`config.mk`:
```
export PLATFORM = sky130hd
export DESIGN_NAME = dmrs_top
export DESIGN_NICKNAME = d
export VERILOG_FILES = /design/src/rtl/dmrs_pkg.sv /design/src/rtl/dmrs_top.sv
export SDC_FILE = /design/constraint.sdc
export NUM_CORES = 1
export LEC_CHECK = 0
export ABC_AREA = 1
export BUFFER_PORTS_ARGS = -buffer_cell sky130_fd_sc_hd__buf_4
export CAP_MARGIN = 10
export CORE_MARGIN = 2
export CORE_UTILIZATION = 30
export CTS_CLUSTER_SIZE = 20
export DETAILED_ROUTE_END_ITERATION = 12
export SETUP_SLACK_MARGIN = 0.1
export SLEW_MARGIN = 20
export SYNTH_ARGS = -nofsm -noshare
export SYNTH_HDL_FRONTEND = slang
export SYNTH_SLANG_ARGS = --single-unit
export TNS_END_PERCENT = 1
```
`constraint.sdc`:
```
create_clock -name CLK_SYS -period 2.54 [get_ports CLK_SYS]
set_clock_uncertainty 0.2 [all_clocks]
set_input_delay 0.127 -clock CLK_SYS [delete_from_list [all_inputs] [get_ports CLK_SYS]]
set_output_delay 0.127 -clock CLK_SYS [all_outputs]
set_load 0.05 [all_outputs]
```
`src/rtl/dmrs_pkg.sv`:
```
package dmrs_pkg;
  localparam logic [7:0] ADDR_CTRL0 = 8'h00;
  localparam logic [7:0] ADDR_CTRL1 = 8'h04;
  localparam logic [7:0] ADDR_CNT0 = 8'h08;
  localparam logic [7:0] ADDR_CNT1 = 8'h0c;
  localparam logic [7:0] ADDR_HALT = 8'h10;
  localparam logic [7:0] ADDR_STAT = 8'h14;
  // Control register fields.
  localparam int CTL_START = 0;
  localparam int CTL_SYNC_LO = 1;
  localparam int CTL_TSEL = 3;
  localparam int CTL_TCSTOP = 4;
  localparam int CTL_PRIO = 5;
  localparam int CTL_WS_LO = 6;
  localparam int CTL_W = 8;
  localparam logic [CTL_W-1:0] CTL_RESET = 8'h00;
  localparam logic [15:0] CNT_RESET = 16'h0000;
  // Synchronisation modes held in the two sync bits.
  localparam logic [1:0] SYNC_UNS = 2'h0;
  localparam logic [1:0] SYNC_SRC = 2'h1;
  localparam logic [1:0] SYNC_DST = 2'h2;
  // Timing in CPU clocks.
  localparam logic [2:0] REQ_LEAD = 3'h4;
  localparam logic [2:0] BUS_MIN = 3'h4;
  localparam logic [2:0] DST_GAP = 3'h2;
  localparam logic [2:0] DST_SAMPLE = 3'h1;
  typedef enum logic [2:0] {ST_IDLE, ST_LAT, ST_FETCH, ST_DEP, ST_GAP} dmrs_state_t;
endpackage : dmrs_pkg

```
`src/rtl/dmrs_top.sv`:
```
`timescale 1ns/1ns
module dmrs_top (
  input wire logic CLK_SYS,
  input wire logic RST_B,
  input wire logic PSEL,
  input wire logic PENABLE,
  input wire logic PWRITE,
  input wire logic [7:0] PADDR,
  input wire logic [31:0] PWDATA,
  output logic [31:0] PRDATA,
  output logic PREADY,
  output logic PSLVERR,
  input wire logic [1:0] TRANSFER_REQUEST_LINE,
  input wire logic TIMER_MAX_COUNT,
  input wire logic NMI_EVENT,
  input wire logic INTERRUPT_RETURN_INSTRUCTION,
  output logic BUS_OWN,
  output logic CYC_START,
  output logic CYC_FETCH,
  output logic CYC_DEPOSIT,
  output logic CYC_CHAN,
  output logic TRANSFER_HALT_FLAG
);
  logic [1:0] rq_meta;
  logic [1:0] rq_sync;
  localparam int CTL_W_LOCAL = dmrs_pkg::CTL_W;
  logic [CTL_W_LOCAL-1:0] ctrl [2];
  logic [15:0] count [2];
  logic tmr_latch;
  logic halt;
  dmrs_pkg::dmrs_state_t state;
  logic [2:0] cnt;
  logic chan;
  logic last_chan;
  logic pend;
  logic pend_ch;
  logic pend_tmr;
  logic cur_tmr;

  dmrs_pkg::dmrs_state_t next_state;
  logic [2:0] next_cnt;
  logic next_chan;
  logic next_pend;
  logic next_pend_ch;
  logic next_pend_tmr;
  logic next_cur_tmr;
  logic next_start_pulse;

  // Bus access decode.
  wire acc = PSEL & PENABLE;
  wire wr_take = acc & PREADY & PWRITE;
  wire w_ctrl0 = wr_take & (PADDR == dmrs_pkg::ADDR_CTRL0);
  wire w_ctrl1 = wr_take & (PADDR == dmrs_pkg::ADDR_CTRL1);
  wire w_cnt0 = wr_take & (PADDR == dmrs_pkg::ADDR_CNT0);
  wire w_cnt1 = wr_take & (PADDR == dmrs_pkg::ADDR_CNT1);
  wire w_halt = wr_take & (PADDR == dmrs_pkg::ADDR_HALT);
  wire mapped = (PADDR == dmrs_pkg::ADDR_CTRL0) || (PADDR == dmrs_pkg::ADDR_CTRL1) ||
                (PADDR == dmrs_pkg::ADDR_CNT0) || (PADDR == dmrs_pkg::ADDR_CNT1) ||
                (PADDR == dmrs_pkg::ADDR_HALT) || (PADDR == dmrs_pkg::ADDR_STAT);
  logic [31:0] rd_val;
  always_comb begin
    if (PADDR == dmrs_pkg::ADDR_CTRL0) begin
      rd_val = {24'h000000, ctrl[0]};
    end else if (PADDR == dmrs_pkg::ADDR_CTRL1) begin
      rd_val = {24'h000000, ctrl[1]};
    end else if (PADDR == dmrs_pkg::ADDR_CNT0) begin
      rd_val = {16'h0000, count[0]};
    end else if (PADDR == dmrs_pkg::ADDR_CNT1) begin
      rd_val = {16'h0000, count[1]};
    end else if (PADDR == dmrs_pkg::ADDR_HALT) begin
      rd_val = {31'h00000000, halt};
    end else if (PADDR == dmrs_pkg::ADDR_STAT) begin
      rd_val = {28'h0000000, chan, BUS_OWN, halt, tmr_latch};
    end else begin
      rd_val = 32'h00000000;
    end
  end

  // Per-channel request view.
  logic [1:0] start;
  logic [1:0] tsel;
  logic [1:0] prio;
  logic [1:0] uns;
  logic [1:0] dst;
  logic [1:0] ext;
  logic [1:0] req;
  logic [1:0] from_tmr;
  logic [2:0] cyc_len [2];
  always_comb begin
    for (int i = 0; i < 2; i++) begin
      start[i] = ctrl[i][dmrs_pkg::CTL_START];
      tsel[i] = ctrl[i][dmrs_pkg::CTL_TSEL];
      prio[i] = ctrl[i][dmrs_pkg::CTL_PRIO];
      uns[i] = ctrl[i][dmrs_pkg::CTL_SYNC_LO +: 2] == dmrs_pkg::SYNC_UNS;
      dst[i] = ctrl[i][dmrs_pkg::CTL_SYNC_LO +: 2] == dmrs_pkg::SYNC_DST;
      ext[i] = dst[i] | (ctrl[i][dmrs_pkg::CTL_SYNC_LO +: 2] == dmrs_pkg::SYNC_SRC);
      from_tmr[i] = tsel[i] & tmr_latch;
      req[i] = start[i] & (tsel[i] ? tmr_latch : (uns[i] | (ext[i] & rq_sync[i])));
      // Wait states stretch each bus cycle beyond the four-clock minimum.
      cyc_len[i] = dmrs_pkg::BUS_MIN - 3'h1 + {1'b0, ctrl[i][dmrs_pkg::CTL_WS_LO +: 2]};
    end
  end

  // Arbitration: higher priority wins, equal priority alternates.
  wire both = req[0] & req[1];
  wire arb_ch = both ? ((prio[0] == prio[1]) ? ~last_chan : prio[1]) : req[1];
  wire arb_ok = (req[0] | req[1]) & ~halt;

  // Count update at the end of a deposit cycle.
  wire dep_end = (state == dmrs_pkg::ST_DEP) && (cnt == 3'h0);
  wire [15:0] cnt_dec = count[chan] - 16'h0001;
  wire stop_now = (cnt_dec == 16'h0000) & (ctrl[chan][dmrs_pkg::CTL_TCSTOP] | uns[chan]);
  wire pend_alive = pend & ~halt & ~(stop_now & (pend_ch == chan));
  // Resampling point: deposit start for source and self-paced modes, one clock
  // before the deposit end for destination mode.
  wire enter_dep = (state == dmrs_pkg::ST_FETCH) && (cnt == 3'h0);
  wire dst_pt = (state == dmrs_pkg::ST_DEP) && (cnt == dmrs_pkg::DST_SAMPLE) && dst[chan];
  wire samp = (enter_dep & ~dst[chan]) | dst_pt;

  always_comb begin
    next_state = state;
    next_cnt = cnt;
    next_chan = chan;
    next_pend = pend;
    next_pend_ch = pend_ch;
    next_pend_tmr = pend_tmr;
    next_cur_tmr = cur_tmr;
    next_start_pulse = 1'b0;
    if (samp) begin
      next_pend = arb_ok;
      next_pend_ch = arb_ch;
      next_pend_tmr = from_tmr[arb_ch];
    end
    case (state)
      dmrs_pkg::ST_IDLE: begin
        if (arb_ok) begin
          next_state = dmrs_pkg::ST_LAT;
          next_cnt = dmrs_pkg::REQ_LEAD - 3'h2;
          next_chan = arb_ch;
          next_cur_tmr = from_tmr[arb_ch];
        end
      end
      dmrs_pkg::ST_LAT: begin
        if (cnt == 3'h0) begin
          next_state = dmrs_pkg::ST_FETCH;
          next_cnt = cyc_len[chan];
          next_start_pulse = 1'b1;
        end else begin
          next_cnt = cnt - 3'h1;
        end
      end
      dmrs_pkg::ST_FETCH: begin
        if (cnt == 3'h0) begin
          next_state = dmrs_pkg::ST_DEP;
          next_cnt = cyc_len[chan];
        end else begin
          next_cnt = cnt - 3'h1;
        end
      end
      dmrs_pkg::ST_DEP: begin
        if (cnt != 3'h0) begin
          next_cnt = cnt - 3'h1;
        end else if (pend_alive && dst[chan]) begin
          next_state = dmrs_pkg::ST_GAP;
          next_cnt = dmrs_pkg::DST_GAP - 3'h1;
        end else if (pend_alive) begin
          next_state = dmrs_pkg::ST_FETCH;
          next_cnt = cyc_len[pend_ch];
          next_chan = pend_ch;
          next_cur_tmr = pend_tmr;
          next_start_pulse = 1'b1;
        end else if (dst[chan]) begin
          next_state = dmrs_pkg::ST_GAP;
          next_cnt = dmrs_pkg::DST_GAP - 3'h1;
          next_pend = 1'b0;
        end else begin
          next_state = dmrs_pkg::ST_IDLE;
        end
      end
      dmrs_pkg::ST_GAP: begin
        // The bus is free here so the CPU may slip a cycle in.
        if (cnt != 3'h0) begin
          next_cnt = cnt - 3'h1;
        end else if (pend & ~halt) begin
          next_state = dmrs_pkg::ST_FETCH;
          next_cnt = cyc_len[pend_ch];
          next_chan = pend_ch;
          next_cur_tmr = pend_tmr;
          next_start_pulse = 1'b1;
        end else begin
          next_state = dmrs_pkg::ST_IDLE;
        end
      end
      default: begin
        next_state = dmrs_pkg::ST_IDLE;
      end
    endcase
  end

  wire fetch_next = next_state == dmrs_pkg::ST_FETCH;
  wire dep_next = next_state == dmrs_pkg::ST_DEP;
  wire tmr_clear = (next_start_pulse & next_cur_tmr) | ~(tsel[0] | tsel[1]);

  always_ff @(posedge CLK_SYS) begin
    if (!RST_B) begin
      rq_meta <= 2'h0;
      rq_sync <= 2'h0;
    end else begin
      rq_meta <= TRANSFER_REQUEST_LINE;
      rq_sync <= rq_meta;
    end
  end

  always_ff @(posedge CLK_SYS) begin
    if (!RST_B) begin
      state <= dmrs_pkg::ST_IDLE;
      cnt <= 3'h0;
      chan <= 1'b0;
      last_chan <= 1'b1;
      pend <= 1'b0;
      pend_ch <= 1'b0;
      pend_tmr <= 1'b0;
      cur_tmr <= 1'b0;
    end else begin
      state <= next_state;
      cnt <= next_cnt;
      chan <= next_chan;
      pend <= next_pend;
      pend_ch <= next_pend_ch;
      pend_tmr <= next_pend_tmr;
      cur_tmr <= next_cur_tmr;
      if (next_start_pulse) begin
        last_chan <= next_chan;
      end
    end
  end

  // A new timeout in the clearing cycle wins, so no timeout is lost to a race.
  always_ff @(posedge CLK_SYS) begin
    if (!RST_B) begin
      tmr_latch <= 1'b0;
    end else if (TIMER_MAX_COUNT & (tsel[0] | tsel[1])) begin
      tmr_latch <= 1'b1;
    end else if (tmr_clear) begin
      tmr_latch <= 1'b0;
    end
  end

  // The halt flag touches no channel register, so clearing it resumes exactly.
  always_ff @(posedge CLK_SYS) begin
    if (!RST_B) begin
      halt <= 1'b0;
    end else if (NMI_EVENT | (w_halt & PWDATA[0])) begin
      halt <= 1'b1;
    end else if (INTERRUPT_RETURN_INSTRUCTION | w_halt) begin
      halt <= 1'b0;
    end
  end

  always_ff @(posedge CLK_SYS) begin
    if (!RST_B) begin
      ctrl[0] <= dmrs_pkg::CTL_RESET;
      ctrl[1] <= dmrs_pkg::CTL_RESET;
      count[0] <= dmrs_pkg::CNT_RESET;
      count[1] <= dmrs_pkg::CNT_RESET;
    end else begin
      for (int i = 0; i < 2; i++) begin
        if ((i == 0) ? w_ctrl0 : w_ctrl1) begin
          ctrl[i] <= PWDATA[CTL_W_LOCAL-1:0];
        end else if (dep_end && (chan == i[0]) && stop_now) begin
          ctrl[i][dmrs_pkg::CTL_START] <= 1'b0;
        end
        if ((i == 0) ? w_cnt0 : w_cnt1) begin
          count[i] <= PWDATA[15:0];
        end else if (dep_end && (chan == i[0])) begin
          count[i] <= cnt_dec;
        end
      end
    end
  end

  // Cycle outputs; the peripheral is addressed by the cycle itself.
  always_ff @(posedge CLK_SYS) begin
    if (!RST_B) begin
      BUS_OWN <= 1'b0;
      CYC_START <= 1'b0;
      CYC_FETCH <= 1'b0;
      CYC_DEPOSIT <= 1'b0;
      CYC_CHAN <= 1'b0;
      TRANSFER_HALT_FLAG <= 1'b0;
    end else begin
      BUS_OWN <= fetch_next | dep_next;
      CYC_START <= next_start_pulse;
      CYC_FETCH <= fetch_next;
      CYC_DEPOSIT <= dep_next;
      CYC_CHAN <= next_chan;
      TRANSFER_HALT_FLAG <= NMI_EVENT | (w_halt & PWDATA[0]) |
                            (halt & ~INTERRUPT_RETURN_INSTRUCTION & ~w_halt);
    end
  end

  // Bus slave answers one clock into the access phase.
  always_ff @(posedge CLK_SYS) begin
    if (!RST_B) begin
      PREADY <= 1'b0;
      PSLVERR <= 1'b0;
      PRDATA <= 32'h00000000;
    end else begin
      PREADY <= acc & ~PREADY;
      PSLVERR <= acc & ~PREADY & ~mapped;
      PRDATA <= (acc & ~PREADY & ~PWRITE) ? rd_val : 32'h00000000;
    end
  end
endmodule : dmrs_top

```
# Word level (Yosys, flattened, before mapping)
# Memories as Yosys holds them, arrays and structs flattened. A register that Yosys moved wholly into a read port is not among the register bits.
# Index checks and enable logic that the tools add are counted.
op_classes:
  n_mux: 111
  bitwise: 65
  magnitude_cmp: 4
  reduce_logical: 29
  addsub: 4
  n_eq_ne: 21
ops:
  columns: ["operator", "count"]
  rows:
  - ["two-way mux 16 bit", 6]
  - ["two-way mux 1 bit", 71]
  - ["two-way mux 3 bit", 22]
  - ["two-way mux 8 bit", 4]
  - ["AND 1 bit", 29]
  - ["bitwise OR 1 bit", 21]
  - ["equality test 8 x 4 -> 1 bit, second input constant", 2]
  - ["equality test 8 x 5 -> 1 bit, second input constant", 2]
  - ["zero test 16 bit", 1]
  - ["subtractor 16 x 1 -> 16 bit, second input constant", 1]
  - ["one-hot mux 3 bit (5 select lines)", 1]
  - ["NOT 1 bit", 13]
  - ["equality test 3 x 2 -> 1 bit, second input constant", 4]
  - ["one-hot mux 3 bit (4 select lines)", 1]
  - ["logical AND 1 bit", 9]
  - ["one-hot mux 1 bit (3 select lines)", 3]
  - ["equality test 8 x 3 -> 1 bit, second input constant", 1]
  - ["zero test 8 bit", 1]
  - ["two-way mux 4 bit", 2]
  - ["OR reduction 7 bit", 1]
  - ["adder 2 x 2 -> 3 bit, first input constant", 2]
  - ["equality test 3 x 1 -> 1 bit, second input constant", 2]
  - ["zero test 3 bit", 2]
  - ["logical OR 1 bit", 5]
  - ["20 further kinds", 28]
totals:
  memories: 2
  ram_bits: 48
  reg_bits: 57
  output_inout_bits: 40
  inputBits: 50
memory_table:
  columns: ["name", "words", "word_bits", "read_ports", "rd_clocked_by_memory_dff", "write_ports", "line_no", "source"]
  rows:
  - ["count", 2, 16, 3, 1, 2, "dmrs_top.sv:28", "logic [15:0] count [2];"]
  - ["ctrl", 2, 8, 3, 1, 2, "dmrs_top.sv:27", "logic [CTL_W_LOCAL-1:0] ctrl [2];"]

# Depth between registers and ports, before layout
# Gate-level depths: netlist of run 1.
# An unclocked memory read counts as a cell.
logic_depth:
  ltp_word: 17
  depth_mapped: 22
  ltp_nobuf: 21

# Worst setup path before layout of run 1
# No wires, ideal clock.
synth_timing:
  path_type: "reg2reg"
  from: "reg, netlist name CYC_CHAN"
  to: "mem count[1][0], enable pin"
  path_stages_with_launch: 7
  slack_ns: -0.085
  arrival_time_ns: 2.050
  setup_time_ns: 0.375
  period_less_slack_ns: 2.625
  path_cell_list: "dfxtp_1 clkbuf_1 inv_1 nor2_1 nand3_1 clkbuf_1 nand3_1"
synth_rtl:
  columns: ["element", "line_no"]
  rows:
  - ["end: declaration", "dmrs_top.sv:28"]

==> flow_summary.json, run 1 <==
{
  "synth_area_um2": 5680,
  "diodes": 0,
  "die_h_um": 142,
  "ctsHtreeMaxLevel": 3,
  "area_growth_pct": 42.3,
  "finalWorstSetupSlack_ns": -0.270,
  "drt_pre_antenna_iters": 6,
  "cts_tree": "done",
  "synth_seq_cells": 90,
  "grt_pass1_wl_mm": 28.2,
  "initial_core_util": 0.305,
  "dp.cells": 1126,
  "outcome": "finished, violations left",
  "relSlewSlack": 0.632,
  "switching_power_uw": 1070,
  "ant_nets": 0,
  "worstMarginPinSlew_ns": 0.549,
  "place_congestion": 0.872,
  "grt-ovfl-total": 0,
  "violations": "negative setup slack",
  "worstPathRequired_ns": 2.56,
  "finalHoldViolations": 0,
  "rsz0062_at_grt": "true",
  "die_w_um": 142,
  "drv_cap": 0,
  "ir_drop_mv": 0.296,
  "fin_area_um2": 8090,
  "core_area_um2": 18600,
  "syn_avg_cell_area_um2": 7.50,
  "fmax_ghz": 0.356,
  "fillerInstances": 1838,
  "pwr-share-clk": 0.383,
  "setup_viol": 30,
  "crit_path_start_kind": "register",
  "path_max_fanout": 7,
  "synth_edf_count": 47,
  "cts_root_buf": "clkbuf_16",
  "path_common_cell": "buf_4",
  "clock-sinks": 90,
  "rows": 50,
  "cts_buffer_depth": 2,
  "numPortBuffers": 57,
  "clk_pin_slew_ns": 0.08,
  "cp.arrival_ns": 2.83,
  "async_flop_share": 0,
  "syn_inst": 758,
  "dp_hpwl_mm": 13.0,
  "period_share": 1.11,
  "drc": 0,
  "hp-class": "in -> reg",
  "dieArea_um2": 20100,
  "drt-total-wl_mm": 17.7,
  "drive_above_1_share": 0.321,
  "vias_per_cell": 4.72,
  "cpLargestDelayFamily": "simple AND/OR/NAND/NOR gates",
  "dr.first_iter.drc_count": 499,
  "p_seq_frac": 0.446,
  "cp_cell_sequence": "buf_12, inv_8, nand2_2, nand2_4, buf_4, nand3_4, nor2_4, buf_4, nor2_1, nor2_2, buf_4, inv_1, nor4_4, nand2_1, nor2_2, nand2_2, nand2_4, inv_8, nor2_4",
  "grt_max_degree": 33,
  "pwr-share-comb": 0.171,
  "wl_per_cell_um": 14.9,
  "grt_pass1_vias": 5452,
  "ff_latch_area_um2": 2280,
  "layout_min_cycle_time_ns": 2.81,
  "grt_antenna_before_repair": 0,
  "path_buf_inv": 7,
  "placed_area_um2": 7070,
  "ys_seq_area_frac": 0.400,
  "cts_buffers": 9,
  "cp_slowest_stage_delay_ns": 0.34,
  "fin_nets": 1008,
  "swShare": 0.300,
  "finalNonFillerCells": 1186,
  "slowest_stage": "dfxtp_2",
  "multi_input_area_um2": 2980,
  "end_kind": "register",
  "via_count": 5602,
  "clk_latency_ns": 0.36,
  "intPower_uw": 2510,
  "synth_top_flop_cell": "edfxtp_1",
  "ys_types": 53,
  "path_class": "reg -> reg",
  "power.density_nw_per_um2": 443,
  "slew_viol_final": 0,
  "p_leak_uw": 0.00366,
  "track_usage": 0.181,
  "ios": 90,
  "synth_warnings": 0
}
## metrics by stage
| stage | setup TNS, ns | utilization | setup slack, ns | hold slack (ns) | power [µW] |
|---|---|---|---|---|---|
| 2_1_floorplan | -0.490 | - | -0.0402 | 0.0246 | 1950 |
| 3_3_place_gp | -7.28 | 0.379 | -0.402 | 0.113 | 2160 |
| 3_5_place_dp | -9.30 | 0.379 | -0.454 | 0.116 | 2160 |
| 4_1_cts | -7.50 | 0.428 | -0.330 | 0.0511 | 3580 |
| 5_1_grt | -10.96 | 0.434 | -0.434 | 0.114 | 3730 |
| 6_report | -6.27 | 0.434 | -0.270 | 0.0530 | 3580 |
## kinds of logic (layout without fill, tap and decap cells)
kind of cell,after synthesis,after routing,share of synthesized area
buffers and inverters,170,349,0.131
adders and majority gates,11,11,0.0242
and+or+nand+nor,350,350,0.300
AOI/OAI and AO/OA,134,134,0.141
DFF,90,90,0.400
xor gates and xnor gates,1,1,0.00154
other,1,16,0.000660
muxes,1,1,0.00176
## layer usage
metal,GRT usage,up-vias,part of all wire
li1,-,2824,-
met4,0.0584,0,0.018
met1,0.255,2585,0.47
met5,0,-,0
met2,0.287,169,0.46
met3,0.0253,24,0.055
## layout make-up
| class | count | area share |
|---|---|---|
| Sequential cell | 90 | 0.281 |
| Clock buffer | 9 | 0.0278 |
| Tap cell | 234 | 0.0362 |
| Multi-Input combinational cell | 513 | 0.368 |
| Timing Repair Buffer | 199 | 0.214 |
| Inverter | 134 | 0.0642 |
| Clock inverter | 7 | 0.00866 |
## state kept, by name, indices dropped and copies added (netlist names), 2 cells and up, named ones only
signal,cells
cnt,3
ctrl,16
count,32
PRDATA,16
rq_sync,2
state,3
rq_meta,2
## power by group through the flow
stage               sequential [µW]  clock (µW)  combinational, µW
finish                         1600        1370                613
global route                   1600        1460                668
CTS                            1600        1390                596
detailed placement             1630           0                528
global placement               1630           0                527
floorplan                      1640           0                313
## worst paths after layout
kind                         startpoint                     to  slack (ns)  depth (start not counted)
setup / recovery               register   ctrl[0][3]$_DFFE_PP_       -0.27                         19
hold / removal                 PADDR[0]   PRDATA[2]$_SDFF_PN0_        0.05                          6
setup reg to reg               register   ctrl[0][3]$_DFFE_PP_       -0.27                         19
hold reg to reg   rq_meta[0]$_SDFF_PN0_  rq_sync[0]$_SDFF_PN0_        0.21                          2
## synth_stat cells, drive strengths merged, types with 11 or more instances
| master | instances | area, µm² |
|---|---|---|
| nand3 | 43 | 250 |
| nand4 | 12 | 81.3 |
| nand2 | 200 | 883 |
| buf | 25 | 193 |
| ha | 11 | 138 |
| dfxtp | 43 | 861 |
| edfxtp | 47 | 1410 |
| inv | 132 | 503 |
| o21ai | 57 | 293 |
| nor2 | 73 | 354 |
| a21oi | 38 | 190 |
| clkbuf | 11 | 41.3 |
| nor3 | 13 | 70.1 |
## timing repair
item	CTS	global route
hold buffers	30	0
hold endpoints to repair	63	0
buffers inserted	12	1
gates resized for setup	51	32
pin swaps	24	15
cloned	1	0
setup endpoints to repair	31	99
## cell usage in the layout (no fill, tap or decap), types with 19 or more instances in the layout
master / netlist / routed
dfxtp_1: 43 / 40
buf_4: 17 / 152
a21oi_1: 38 / 36
nand2_1: 167 / 151
nand3_1: 39 / 38
nand2_4: 10 / 19
o21ai_0: 49 / 47
nor2_1: 53 / 38
nor2_2: 14 / 19
dlygate4sd3_1: 0 / 30
edfxtp_1: 47 / 47
nand2_2: 23 / 30
inv_1: 128 / 125
## worst reg2reg max path: stages, from the launching register on
cell,delay [ns]
dfxtp_2,0.34
buf_12,0.14
inv_8,0.06
nand2_2,0.06
nand2_4,0.07
buf_4,0.14
nand3_4,0.11
nor2_4,0.17
buf_4,0.13
nor2_1,0.04
nor2_2,0.10
buf_4,0.13
inv_1,0.07
nor4_4,0.30
nand2_1,0.12
nor2_2,0.14
nand2_2,0.10
nand2_4,0.10
inv_8,0.07
nor2_4,0.09
(Power assumes the default switching activity.)
==> run 2: changes to the inputs <==
==> constraint.sdc (replaced) <==
create_clock -name CLK_SYS -period 2.54 [get_ports CLK_SYS]
set_clock_uncertainty 0.2 [all_clocks]
set_input_delay 0.508 -clock CLK_SYS [delete_from_list [all_inputs] [get_ports CLK_SYS]]
set_output_delay 0.508 -clock CLK_SYS [all_outputs]
set_load 0.05 [all_outputs]
==> flow_summary.json, run 2 (synthesized netlist as in run 1, its figures left out) <==
{
  "outcome": "finished, violations left",
  "violations": "negative setup slack",
  "place_congestion": 0.901,
  "pwr-share-clk": 0.378,
  "ir_drop_mv": 0.285,
  "cts_buffer_depth": 2,
  "diodes": 0,
  "ctsHtreeMaxLevel": 3,
  "final_common_cell": "nand2_1",
  "switching_power_uw": 975,
  "cts_root_buf": "clkbuf_16",
  "core_area_um2": 18600,
  "initial_core_util": 0.305,
  "track_usage": 0.164,
  "dieArea_um2": 20100,
  "drt_pre_antenna_iters": 4,
  "path_common_cell": "nand2_2",
  "cp_cell_sequence": "buf_12, inv_12, nand2_4, nand2_4, ha_4, nand3_4, nor2_4, nand4_1, nand2_2, buf_6, nand3_4, nor2_4, nand4_4, nand4_1, o211ai_1, buf_4, nand2_2, nand2_2, a21oi_2",
  "worstPathRequired_ns": 2.63,
  "via_count": 5271,
  "slew_viol_final": 0,
  "drt-total-wl_mm": 15.8,
  "grt_antenna_before_repair": 0,
  "path_buf_inv": 4,
  "p_leak_uw": 0.00347,
  "end_kind": "register",
  "dp_hpwl_mm": 12.0,
  "vias_per_cell": 4.59,
  "final_cell_mix": "nand2_1 (153), buf_4 (148), inv_1 (126)",
  "largest_register": "count",
  "numPortBuffers": 57,
  "slowest_stage": "dfxtp_2",
  "grt_pass1_vias": 5090,
  "finalWorstSetupSlack_ns": -0.198,
  "finalHoldViolations": 0,
  "area_growth_pct": 34.4,
  "wl_per_cell_um": 13.8,
  "cp.arrival_ns": 2.83,
  "finalNonFillerCells": 1148,
  "die_w_um": 142,
  "grt-ovfl-total": 0,
  "layout_min_cycle_time_ns": 2.74,
  "drc": 0,
  "path_max_fanout": 8,
  "drv_cap": 0,
  "cts_buffers": 9,
  "power.density_nw_per_um2": 452,
  "ant_nets": 0,
  "clock-sinks": 90,
  "min-delay-start": "TRANSFER_REQUEST_LINE[1]",
  "path_class": "reg -> reg",
  "grt_pass1_wl_mm": 25.5,
  "swShare": 0.283,
  "p_seq_frac": 0.462,
  "drive_above_1_share": 0.316,
  "rows": 50,
  "cts_tree": "done",
  "largest_reg_flops": 32,
  "fmax_ghz": 0.365,
  "ios": 90,
  "grt_max_degree": 23,
  "clk_pin_slew_ns": 0.07,
  "largestRegisters": "count (32), PRDATA (16), ctrl (16)",
  "cp_slowest_stage_delay_ns": 0.33,
  "rsz0062_at_grt": "true",
  "crit_path_start_kind": "register",
  "p_total_uw": 3450,
  "intPower_uw": 2480,
  "worstMarginPinSlew_ns": 0.665,
  "die_h_um": 142,
  "clk_latency_ns": 0.36,
  "hp-class": "in -> reg",
  "pwr-share-comb": 0.160,
  "dp.cells": 1121,
  "relSlewSlack": 0.552,
  "fin_nets": 970,
  "cpLargestDelayFamily": "simple AND/OR/NAND/NOR gates",
  "period_share": 1.08,
  "dr.first_iter.drc_count": 350,
  "setup_viol": 29
}
run 2: changes by cell type in the layout (fill, tap and decap cells not counted), sizes merged:
| cell | change |
|---|---|
| dlygate4sd3 | -30 |
| buf | -8 |
| clkbuf | +2 |
| clkinvlp | -1 |
| inv | -1 |
run 2: worst paths after layout:
check / slack (ns) / endpoint / depth (start not counted)
max: -0.20 / tmr_latch$_SDFFE_PN0P_ / 19
min: 0.13 / rq_meta[1]$_SDFF_PN0_ / 3
min reg2reg: 0.22 / rq_sync[1]$_SDFF_PN0_ / 2
max reg2reg: -0.20 / tmr_latch$_SDFFE_PN0P_ / 19
run 2: repair_timing:
| item | 4_1_cts | 5_1_grt |
|---|---|---|
| setup buffers | 8 | 3 |
| setup endpoints to repair | 30 | 95 |
| endpoints found under the hold margin | 0 | 0 |
| pin swaps | 18 | 20 |
| hold buffers | 0 | 0 |
| gates resized for setup | 23 | 31 |
run 2: per-layer routing:
layer,up-vias,routed length [µm],GRT usage
met5,-,0,0
met4,0,272,0.0526
met3,20,664,0.0314
met2,102,7620,0.279
met1,2410,7250,0.211
li1,2739,-,-
run 2: area by class of cell:
class	instances	area, µm²
fillers	1918	11000
multi-input cells	513	2920
flip-flops and latches	90	2270
repair buffers	161	1350
inverters	134	522
well taps	234	293
clock buffers	11	243
clock inverters	5	36.3
run 2: per-stage QoR:
stage / TNS, ns / hold slack, ns / cell area, µm² / util / setup slack [ns]
finish: -4.38 / 0.134 / 7640 / 0.410 / -0.198
global route: -9.54 / 0.142 / 7640 / 0.410 / -0.381
CTS: -5.28 / 0.123 / 7510 / 0.403 / -0.226
detailed placement: -6.25 / 0.200 / 7090 / 0.380 / -0.261
global placement: -5.04 / 0.197 / 7090 / 0.380 / -0.215
floorplan: 0 / 0.190 / 5770 / - / 0.0476
run 2: power by group through the flow:
stage / Combinational, µW / Sequential [µW] / Clock (µW)
6_report: 551 / 1600 / 1300
4_1_cts: 535 / 1600 / 1330
3_5_place_dp: 515 / 1630 / 0
5_1_grt: 608 / 1600 / 1380
2_1_floorplan: 316 / 1640 / 0
3_3_place_gp: 513 / 1630 / 0
run 2: worst register-to-register path, cell delays in order (launching register included):
cell	delay, ns
dfxtp_2	0.33
buf_12	0.14
inv_12	0.08
nand2_4	0.05
nand2_4	0.07
ha_4	0.17
nand3_4	0.10
nor2_4	0.16
nand4_1	0.12
nand2_2	0.10
buf_6	0.11
nand3_4	0.08
nor2_4	0.12
nand4_4	0.13
nand4_1	0.19
o211ai_1	0.12
buf_4	0.17
nand2_2	0.07
nand2_2	0.05
a21oi_2	0.12
==> run 3: changes to the inputs <==
- CELL_PAD_IN_SITES_DETAIL_PLACEMENT: not set -> 1
- CELL_PAD_IN_SITES_GLOBAL_PLACEMENT: not set -> 1
- PLACE_DENSITY_LB_ADDON: not set -> 0.1
- RECOVER_POWER: not set -> 50
==> flow_summary.json, run 3 (synthesized netlist as in run 1, its figures left out) <==
{
  "diodes": 0,
  "cts_root_buf": "clkbuf_16",
  "slew_viol_final": 0,
  "final_common_cell": "nand2_1",
  "layout_min_cycle_time_ns": 2.80,
  "clk_pin_slew_ns": 0.08,
  "largestRegisters": "count (32), PRDATA (16), ctrl (16)",
  "area_growth_pct": 32.9,
  "ios": 90,
  "relSlewSlack": 0.542,
  "cts_buffers": 9,
  "die_w_um": 142,
  "drive_above_1_share": 0.280,
  "clock-sinks": 90,
  "fillerInstances": 2324,
  "post-place-ws_ns": -0.434,
  "rows": 50,
  "fin_nets": 976,
  "period_share": 1.10,
  "dr.first_iter.drc_count": 244,
  "hold_path_depth": 3,
  "initial_core_util": 0.305,
  "outcome": "finished, violations left",
  "place_congestion": 0.826,
  "fmax_ghz": 0.357,
  "violations": "negative setup slack",
  "cp_cell_sequence": "buf_12, inv_12, nand2_1, nand2_4, ha_4, nand3_4, nor2_4, nand2_2, nand2_2, nand2_2, nor2_4, nand2_1, nor4_4, nand2_1, nor2_2, nand2_2, nand2_4, inv_6, nor2_2",
  "grt_antenna_before_repair": 0,
  "ir_drop_mv": 0.335,
  "core_area_um2": 18600,
  "top_usage_layer": "met2",
  "end_kind": "register",
  "path_buf_inv": 3,
  "finalNonFillerCells": 1154,
  "cp.arrival_ns": 2.81,
  "largest_reg_flops": 32,
  "crit_path_start_kind": "register",
  "intPower_uw": 2560,
  "finalWorstSetupSlack_ns": -0.264,
  "grt_pass1_vias": 5998,
  "grt_max_degree": 19,
  "dp_hpwl_mm": 15.1,
  "final_cell_mix": "nand2_1 (158), inv_1 (126), buf_4 (119)",
  "pwr-share-comb": 0.151,
  "worstPathRequired_ns": 2.55,
  "cpLargestDelayFamily": "simple AND/OR/NAND/NOR gates",
  "met3_usage": 0.0280,
  "path_class": "reg -> reg",
  "grt-ovfl-total": 0,
  "grt_pass1_wl_mm": 31.2,
  "numPortBuffers": 57,
  "cts_buffer_depth": 2,
  "gr-usage-met2": 0.366,
  "p_seq_frac": 0.441,
  "ant_nets": 0,
  "dp.cells": 1132,
  "track_usage": 0.200,
  "grtUsageMet1": 0.244,
  "hp-class": "in -> reg",
  "drt-total-wl_mm": 19.3,
  "drc": 0,
  "largest_register": "count",
  "cts_tree": "done",
  "drv_cap": 0,
  "path_max_fanout": 11,
  "cp_slowest_stage_delay_ns": 0.33,
  "rsz0062_at_grt": "true",
  "vias_per_cell": 4.82,
  "dieArea_um2": 20100,
  "slowest_stage": "dfxtp_2",
  "reg2reg_depth": 19,
  "drt_pre_antenna_iters": 5,
  "pwr-share-clk": 0.408,
  "wl_per_cell_um": 16.7,
  "swShare": 0.295,
  "p_leak_uw": 0.00338,
  "switching_power_uw": 1070,
  "die_h_um": 142,
  "placed_area_um2": 7160,
  "setup_viol": 30,
  "power.density_nw_per_um2": 480,
  "ctsHtreeMaxLevel": 3,
  "finalHoldViolations": 0,
  "cp.depth": 19,
  "path_common_cell": "nand2_2",
  "worstMarginPinSlew_ns": 0.679,
  "via_count": 5561,
  "fin_area_um2": 7550,
  "clk_latency_ns": 0.36
}
run 3: power groups by stage:
stage               clock, µW  combinational (µW)  sequential, µW
floorplan                   0                 316            1640
global placement            0                 533            1630
detailed placement          0                 544            1630
CTS                      1520                 559            1600
global route             1570                 606            1600
finish                   1480                 549            1600
run 3: repair_timing:
item                                    CTS  global route
pin swaps                                13            10
endpoints found under the setup margin   46            76
setup buffers                             5             1
resized for setup                        29            18
hold buffers                              0             0
run 3: metal layers:
| metal | up-vias | part of all wire |
|---|---|---|
| li1 | 2750 | - |
| met1 | 2726 | 0.43 |
| met2 | 62 | 0.53 |
| met3 | 23 | 0.025 |
| met4 | 0 | 0.016 |
| met5 | - | 0 |
run 3: path summary, 6_finish.rpt:
kind,start,slack (ns),endpoint
setup / recovery,register,-0.26,ctrl[0][7]$_DFFE_PP_
hold / removal,TRANSFER_REQUEST_LINE[1],0.12,rq_meta[1]$_SDFF_PN0_
setup reg to reg,register,-0.26,ctrl[0][7]$_DFFE_PP_
hold reg to reg,rq_meta[1]$_SDFF_PN0_,0.22,rq_sync[1]$_SDFF_PN0_
run 3: metrics by stage:
step                      total power, µW  hold WS [ns]  utilization  TNS [ns]
after floorplan                      1960         0.190            -         0
after global placement               2160         0.194        0.384     -7.89
after detailed placement             2170         0.205        0.384    -10.67
after CTS                            3680         0.119        0.409     -7.40
after global routing                 3780         0.147        0.405    -13.68
final                                3630         0.123        0.405     -6.45
run 3: worst reg2reg max path, delay by kind of cell, from the launching register on:
kind	cells	cell delay (ns)
AND/OR/NAND/NOR	15	1.66
flip-flops	1	0.33
buffers and inverters	3	0.30
adder cells (fa/ha/maj)	1	0.17
run 3: layout make-up:
cell class                      instances  area (µm²)  share of cell area
Multi-Input combinational cell        513        2890               0.382
Timing Repair Buffer                  167        1260               0.167
Sequential cell                        90        2270               0.301
Tap cell                              234         293              0.0388
Inverter                              134         520              0.0689
Clock buffer                            9         225              0.0298
Clock inverter                          7        87.6              0.0116
